**src/verilog/nvm_pkg.sv**
```systemverilog
// Constants shared by the user nonvolatile byte-read memory.
package nvm_pkg;

    // ------------------------------------------------------------
    // Organisation
    // ------------------------------------------------------------
    localparam int BANK_COUNT = 8; // Number of banks.
    localparam int BANK_BITS = 128; // Bits held in one bank.
    localparam int BYTES_PER_BANK = BANK_BITS / 8; // Bytes in one bank.
    localparam int ADDR_WIDTH = 7; // Width of the fabric read address.
    localparam int BANK_SEL_WIDTH = 3; // Address bits that choose a bank.
    localparam int BYTE_SEL_WIDTH = 4; // Address bits that choose a byte.
    localparam int BYTE_SEL_LSB = 0; // Position of the byte field.
    localparam int BANK_SEL_LSB = 4; // Position of the bank field.
    localparam int TOTAL_BYTES = BANK_COUNT * BYTES_PER_BANK; // All bytes.

    // ------------------------------------------------------------
    // Reset values
    // ------------------------------------------------------------
    localparam logic [7:0] DATA_RESET = 8'h00; // Read data after reset.
    localparam logic [7:0] ERASED_BYTE = 8'hff; // Content of an erased byte.

    // ------------------------------------------------------------
    // Programming port commands
    // ------------------------------------------------------------
    typedef enum logic [1:0] {
        PROG_IDLE,
        PROG_WRITE,
        PROG_ERASE,
        PROG_READ
    } prog_cmd_t;

endpackage : nvm_pkg

```
**src/verilog/user_nvm_byte_read_port.sv**
```systemverilog
// Byte-addressed user nonvolatile memory with fabric and programming ports.

// ----------------------------------------------------------------
// Module
// ----------------------------------------------------------------
// Operation
// - Eight banks of 128 bits each.
// - One byte per synchronous fabric read.
// - Top three address bits pick the bank.
// - Low four address bits pick the byte.
// - Only programming port writes or erases memory.
// - Programming port can also read contents back.
// - Loaded data optionally passes through decryption.
module user_nvm_byte_read_port #(
    parameter int BANKS = nvm_pkg::BANK_COUNT
) (
    input wire logic clock,
    input wire logic rst_n,
    input wire logic rd_en,
    input wire logic [nvm_pkg::ADDR_WIDTH-1:0] rd_addr,
    output logic [7:0] rd_data,
    output logic rd_valid,
    input wire logic [1:0] prog_cmd,
    input wire logic [nvm_pkg::ADDR_WIDTH-1:0] prog_addr,
    input wire logic [7:0] prog_wdata,
    input wire logic prog_decrypt_en,
    input wire logic [7:0] prog_key,
    output logic [7:0] prog_rdata,
    output logic prog_rvalid
);
    import nvm_pkg::*;

    // Only the documented organisation is served by the address split,
    // so any other bank count is refused while the design is built.
    if (BANKS != BANK_COUNT) begin : g_bank_check
        $error("user_nvm_byte_read_port: BANKS must be 8");
    end

    // ------------------------------------------------------------
    // Storage and address decode
    // ------------------------------------------------------------

    // Forms the flat byte index from a bank number and byte number.
    // The bank number lands in the upper bits, so storage is bank major.
    function automatic logic [ADDR_WIDTH-1:0] byte_index(
        input logic [ADDR_WIDTH-1:0] addr
    );
        logic [BANK_SEL_WIDTH-1:0] bank;
        logic [BYTE_SEL_WIDTH-1:0] byte_pos;
        bank = addr[BANK_SEL_LSB +: BANK_SEL_WIDTH];
        byte_pos = addr[BYTE_SEL_LSB +: BYTE_SEL_WIDTH];
        return {bank, byte_pos};
    endfunction : byte_index

    // The memory array, eight banks of sixteen bytes, bank major.
    logic [7:0] mem_reg [TOTAL_BYTES];

    // Decoded indices for both ports.
    wire logic [ADDR_WIDTH-1:0] rd_index;
    wire logic [ADDR_WIDTH-1:0] prog_index;
    assign rd_index = byte_index(rd_addr);
    assign prog_index = byte_index(prog_addr);

    // Command decode on the programming port.
    wire logic prog_write;
    wire logic prog_erase;
    wire logic prog_read;
    assign prog_write = (prog_cmd == 2'(PROG_WRITE));
    assign prog_erase = (prog_cmd == 2'(PROG_ERASE));
    assign prog_read = (prog_cmd == 2'(PROG_READ));

    // Loaded byte, optionally descrambled by the key stream.
    wire logic [7:0] load_byte;
    assign load_byte = prog_decrypt_en ? (prog_wdata ^ prog_key)
                                       : prog_wdata;

    // ------------------------------------------------------------
    // Memory update: only the programming port alters contents
    // ------------------------------------------------------------

    // Writes one byte or erases the whole bank addressed.
    // The array has no reset, so stored bytes survive a reset of the port.
    // One command word names one action, so write and erase never meet.
    always_ff @(posedge clock) begin
        for (int i = 0; i < TOTAL_BYTES; i++) begin
            if (prog_erase && (i / BYTES_PER_BANK) ==
                int'(prog_index[ADDR_WIDTH-1:BYTE_SEL_WIDTH])) begin
                mem_reg[i] <= ERASED_BYTE;
            end else if (prog_write && i == int'(prog_index)) begin
                mem_reg[i] <= load_byte;
            end
        end
    end

    // ------------------------------------------------------------
    // Fabric read port
    // ------------------------------------------------------------

    // Samples the address and holds the byte until the next read.
    // The fabric only reads here; nothing on this side reaches the array.
    always_ff @(posedge clock or negedge rst_n) begin
        if (!rst_n) begin
            rd_data <= DATA_RESET;
            rd_valid <= 1'b0;
        end else begin
            rd_valid <= rd_en;
            if (rd_en) begin
                rd_data <= mem_reg[rd_index];
            end
        end
    end

    // ------------------------------------------------------------
    // Programming port read-back
    // ------------------------------------------------------------

    // Returns one byte to the programming port a cycle after the command.
    // Read-back is a second read of the same array and never alters it.
    always_ff @(posedge clock or negedge rst_n) begin
        if (!rst_n) begin
            prog_rdata <= DATA_RESET;
            prog_rvalid <= 1'b0;
        end else begin
            prog_rvalid <= prog_read;
            if (prog_read) begin
                prog_rdata <= mem_reg[prog_index];
            end
        end
    end

    // ------------------------------------------------------------
    // Checks
    // ------------------------------------------------------------

    // Every check below is switched off while reset is held.
    // Helper copy of the previous cycle's addressed byte.
    logic [7:0] seen_byte_reg;
    always_ff @(posedge clock) begin
        seen_byte_reg <= mem_reg[rd_index];
    end

    a_read_data_timing: assert property (
        @(posedge clock) disable iff (!rst_n)
        $past(rd_en) |-> rd_data == seen_byte_reg)
        else $error("Read byte does not match sampled address.");

    a_read_data_hold: assert property (
        @(posedge clock) disable iff (!rst_n)
        !rd_en |=> $stable(rd_data))
        else $error("Read byte changed without a read.");

    a_read_valid_pulse: assert property (
        @(posedge clock) disable iff (!rst_n)
        rd_en |=> rd_valid)
        else $error("Read valid missing after a read.");

    a_bank_decode_map: assert property (
        @(posedge clock) disable iff (!rst_n)
        rd_index[6:4] == rd_addr[6:4])
        else $error("Bank field decoded wrongly.");

    a_byte_decode_map: assert property (
        @(posedge clock) disable iff (!rst_n)
        rd_index[3:0] == rd_addr[3:0])
        else $error("Byte field decoded wrongly.");

    a_write_stores_byte: assert property (
        @(posedge clock) disable iff (!rst_n)
        prog_write |=> mem_reg[$past(prog_index)] == $past(load_byte))
        else $error("Programming write not stored.");

    a_erase_clears_bank: assert property (
        @(posedge clock) disable iff (!rst_n)
        prog_erase |=> mem_reg[{$past(prog_index[6:4]), 4'hf}] == 8'hff)
        else $error("Bank erase did not reach the last byte.");

    a_readback_timing: assert property (
        @(posedge clock) disable iff (!rst_n)
        prog_read && !prog_write |=>
            prog_rvalid && prog_rdata == mem_reg[$past(prog_index)])
        else $error("Programming read-back wrong.");

    a_decrypt_select: assert property (
        @(posedge clock) disable iff (!rst_n)
        prog_decrypt_en |-> load_byte == (prog_wdata ^ prog_key))
        else $error("Decryption path not applied.");

    a_plain_load_path: assert property (
        @(posedge clock) disable iff (!rst_n)
        !prog_decrypt_en |-> load_byte == prog_wdata)
        else $error("Plain load path altered the byte.");

    a_valid_drop_idle: assert property (
        @(posedge clock) disable iff (!rst_n)
        !rd_en |=> !rd_valid)
        else $error("Read valid raised without a read.");

    a_readback_valid_drop: assert property (
        @(posedge clock) disable iff (!rst_n)
        !prog_read |=> !prog_rvalid)
        else $error("Read-back valid raised without a read.");

    a_readback_data_hold: assert property (
        @(posedge clock) disable iff (!rst_n)
        !prog_read |=> $stable(prog_rdata))
        else $error("Read-back byte changed without a read.");

    a_erase_first_byte: assert property (
        @(posedge clock) disable iff (!rst_n)
        prog_erase |=>
            mem_reg[{$past(prog_index[6:4]), 4'h0}] == ERASED_BYTE)
        else $error("Bank erase did not reach the first byte.");

    a_fabric_no_write: assert property (
        @(posedge clock) disable iff (!rst_n)
        rd_en && !prog_write && !prog_erase |=>
            mem_reg[$past(rd_index)] == seen_byte_reg)
        else $error("Fabric read altered the stored byte.");

    a_read_flat_address: assert property (
        @(posedge clock) disable iff (!rst_n)
        rd_en && !prog_write && !prog_erase |=>
            rd_data == mem_reg[$past(rd_addr)])
        else $error("Read byte not taken from the addressed bank.");

endmodule : user_nvm_byte_read_port

```
**config.mk**
```make
export PLATFORM = sky130hd
export DESIGN_NAME = user_nvm_byte_read_port
export DESIGN_NICKNAME = d
export VERILOG_FILES = /design/src/verilog/nvm_pkg.sv /design/src/verilog/user_nvm_byte_read_port.sv
export SDC_FILE = /design/constraint.sdc
export NUM_CORES = 2
export LEC_CHECK = 0
export BUFFER_PORTS_ARGS = -buffer_cell sky130_fd_sc_hd__buf_2
export CAP_MARGIN = 20
export CORE_MARGIN = 2
export CORE_UTILIZATION = 35
export CTS_CLUSTER_SIZE = 25
export DETAILED_ROUTE_END_ITERATION = 10
export PLACE_DENSITY_LB_ADDON = 0.2
export SLEW_MARGIN = 30
export SYNTH_ARGS = -nofsm -noshare
export SYNTH_HDL_FRONTEND = slang
export SYNTH_SLANG_ARGS = --single-unit
```
**constraint.sdc**
```tcl
create_clock -name clock -period 3.2 [get_ports clock]
set_clock_uncertainty 0.2 [all_clocks]
set_input_delay 0.96 -clock clock [delete_from_list [all_inputs] [get_ports clock]]
set_output_delay 0.96 -clock clock [all_outputs]
set_load 0.01 [all_outputs]
```
==> results.yml <==
status:
  status: "finished, violations left"
  violations: "negative setup slack"
timing:
  maxSlewHeadroom: 0.4209
  worstMarginPinSlew_ns: 0.8686
  setup_tns_ns: -0.03820
  layout_min_cycle_time_ns: 3.238
  grt_setup_unrepaired: "yes"
  hold_viol: 0
  worst_slack_ns: -0.03820
  clock.fmax_ghz: 0.3088
  fin_crit_sh: 1.012
  drv_slew: 0
  final-setup-viol-count: 1
cts:
  clock-root-buffer: "clkbuf_16"
  clockBufferDepth: 3
  clock-sinks: 1042
  cts_tree: "done"
  clk_latency_ns: 0.80
  cts_made_buffers: 118
  htree_levels: 3
  post_cts_buffers: 0
  clk_pin_slew_ns: 0.06
critical_path:
  critPathLaunchType: "primary input"
  crit_buf_inv: 5
  crit_top_cell: "buf_4"
  worstSetupEndpointType: "flip-flop"
  path_max_fanout: 14
  worstPathCellList: "buf_8 -> buf_4 -> buf_4 -> buf_4 -> mux4_2 -> mux2i_1 -> buf_4 -> o32ai_1 -> a211o_1 -> a21oi_1 -> a31oi_1"
  cp_top_family: "multiplexers"
  critPathKind: "primary input to flip-flop"
  worst_ep_required_time_ns: 3.67
  critPathSlowestCell: "mux2i_1"
  cpPeakStageDelay_ns: 0.57
  arrival_ns: 3.71
yosys:
  syn-cell-area_um2: 54160
  synth.avg_cell_area_um2: 13.75
  synth_ff_type: "edfxtp_1"
  synthArstFlopShare: 0.01727
  synthCells: 3938
  synthDistinctLibCells: 57
  synthesis.nets: 3974
  synth_edf_count: 1024
  ys_seq_area_frac: 0.5761
  ys_seq_elements: 1042
  synth_warnings: 0
floorplan:
  initial_utilization: 0.3520
  die_w_um: 397.4
  core_um2: 153900
  dieArea_um2: 157900
  top_level_ports: 54
  rows: 144
  die-height_um: 397.4
finish:
  fill_cells: 13850
  finish.net_count: 4483
  layout_common_cells: "nand2_1 (1103), edfxtp_1 (1024), buf_4 (501), mux4_2 (470), mux2i_1 (224)"
  multi_input_area_um2: 23080
  final_util: 0.4471
  largest_reg_flops: 1024
  layout.cells.most_common: "nand2_1"
  drive_gt1_frac: 0.3591
  regArea_um2: 31200
  final_area_um2: 68790
  syn_to_final_growth_pct: 27.02
global_routing:
  grt_usage: 0.2617
  grt_start_max_net_pins: 61
  overflow: 0
  grt_pass1_vias: 37960
  antenna_found_initial: 8
  grt_pass1_wl_um: 293500
place:
  dpl.hpwl_um: 153700
  port_buffers: 53
  gp_congestion: 0.9599
  placed_cell_area_um2: 64790
detailed_routing:
  routed_wl_um: 206700
  drt_iter0_markers: 4951
  vias_per_cell: 5.852
  final_antenna_net_count: 0
  via_count: 38600
  routedWlPerCell_um: 31.34
  drt_pre_antenna_iters: 6
  drcViolationCount: 0
power_and_ir_drop:
  p_per_area_nw_per_um2: 477.1
  peakVddDrop_mv: 0.4219
  p_leak_uw: 0.02461
  fin_total_pwr_uw: 32820
min_path:
  holdCritPathClass: "primary input to flip-flop"
job:
  maxCapViolCount: 0
==> worst paths after layout <==
kind                                  from             to  slack, ns  cells past startpoint
max                           prog_addr[0]  prog_rdata[2]      -0.04                     11
min                                  rd_en       rd_valid       0.20                      1
max reg2reg                mem_reg[112][6]     rd_data[6]       0.41                      5
min reg2reg                  prog_rdata[7]  prog_rdata[7]       0.49                      1
max in group asynchronous            rst_n     rd_data[5]       1.64                      2
min in group asynchronous            rst_n    prog_rvalid       0.57                      2
==> through the flow <==
step	setup WS, ns	hold slack (ns)	cells
after floorplan	-0.04894	0.3308	3938
after global placement	-0.8408	0.4707	6370
after detailed placement	-0.8258	0.4543	6370
after CTS	0.003539	0.1433	6592
after global routing	-0.04720	0.1972	6592
final	-0.03820	0.1997	6595
==> synth_stat cells (35+ instances only) <==
master    instances  area share
o21ai_0         164       0.015
nand2_1        1125       0.078
edfxtp_1       1024        0.57
clkbuf_1        226       0.016
nor2_1          166       0.012
mux2i_1         226       0.042
a21oi_1          41      0.0038
buf_2            78      0.0072
mux4_2          470        0.20
o221ai_1         35      0.0057
o22ai_1          35      0.0040
==> layout make-up <==
class | instances | area share
antenna | 3 | 0.0001091
clock buffer | 134 | 0.04442
clock inverter | 87 | 0.01301
inverter | 2 | 0.0001091
multi-input combinational | 2536 | 0.3355
sequential | 1042 | 0.4536
tap | 2044 | 0.03718
timing repair buffer | 747 | 0.1161
==> per-layer routing <==
metal,up-vias,global-route usage,part of all wire
met5,-,0,0.00018
met4,6,0.09876,0.041
met3,304,0.04567,0.087
met2,1906,0.3983,0.45
met1,20230,0.3743,0.42
li1,16150,-,-
==> kinds of logic after synthesis <==
| group | Yosys count | synth area share |
|---|---|---|
| and+or+nand+nor | 1390 | 0.1003 |
| DFF | 1042 | 0.5761 |
| muxes | 715 | 0.2412 |
| AOI/OAI and AO/OA | 423 | 0.05060 |
| buffers and inverters | 360 | 0.03057 |
| xor gates and xnor gates | 8 | 0.001294 |
==> power by group <==
group	internal [µW]	total (µW)	switching [µW]
logic	1300	3420	2110
clock network	8010	14100	6070
registers	15100	15300	232
total	24400	32800	8420
==> repair_timing <==
item | 4_1_cts | 5_1_grt
gates resized for setup | 0 | 9
hold buffers | 1 | 0
endpoints found under the hold margin | 1 | 0
endpoints found under the setup margin | 0 | 5
(Power assumes the default switching activity.)
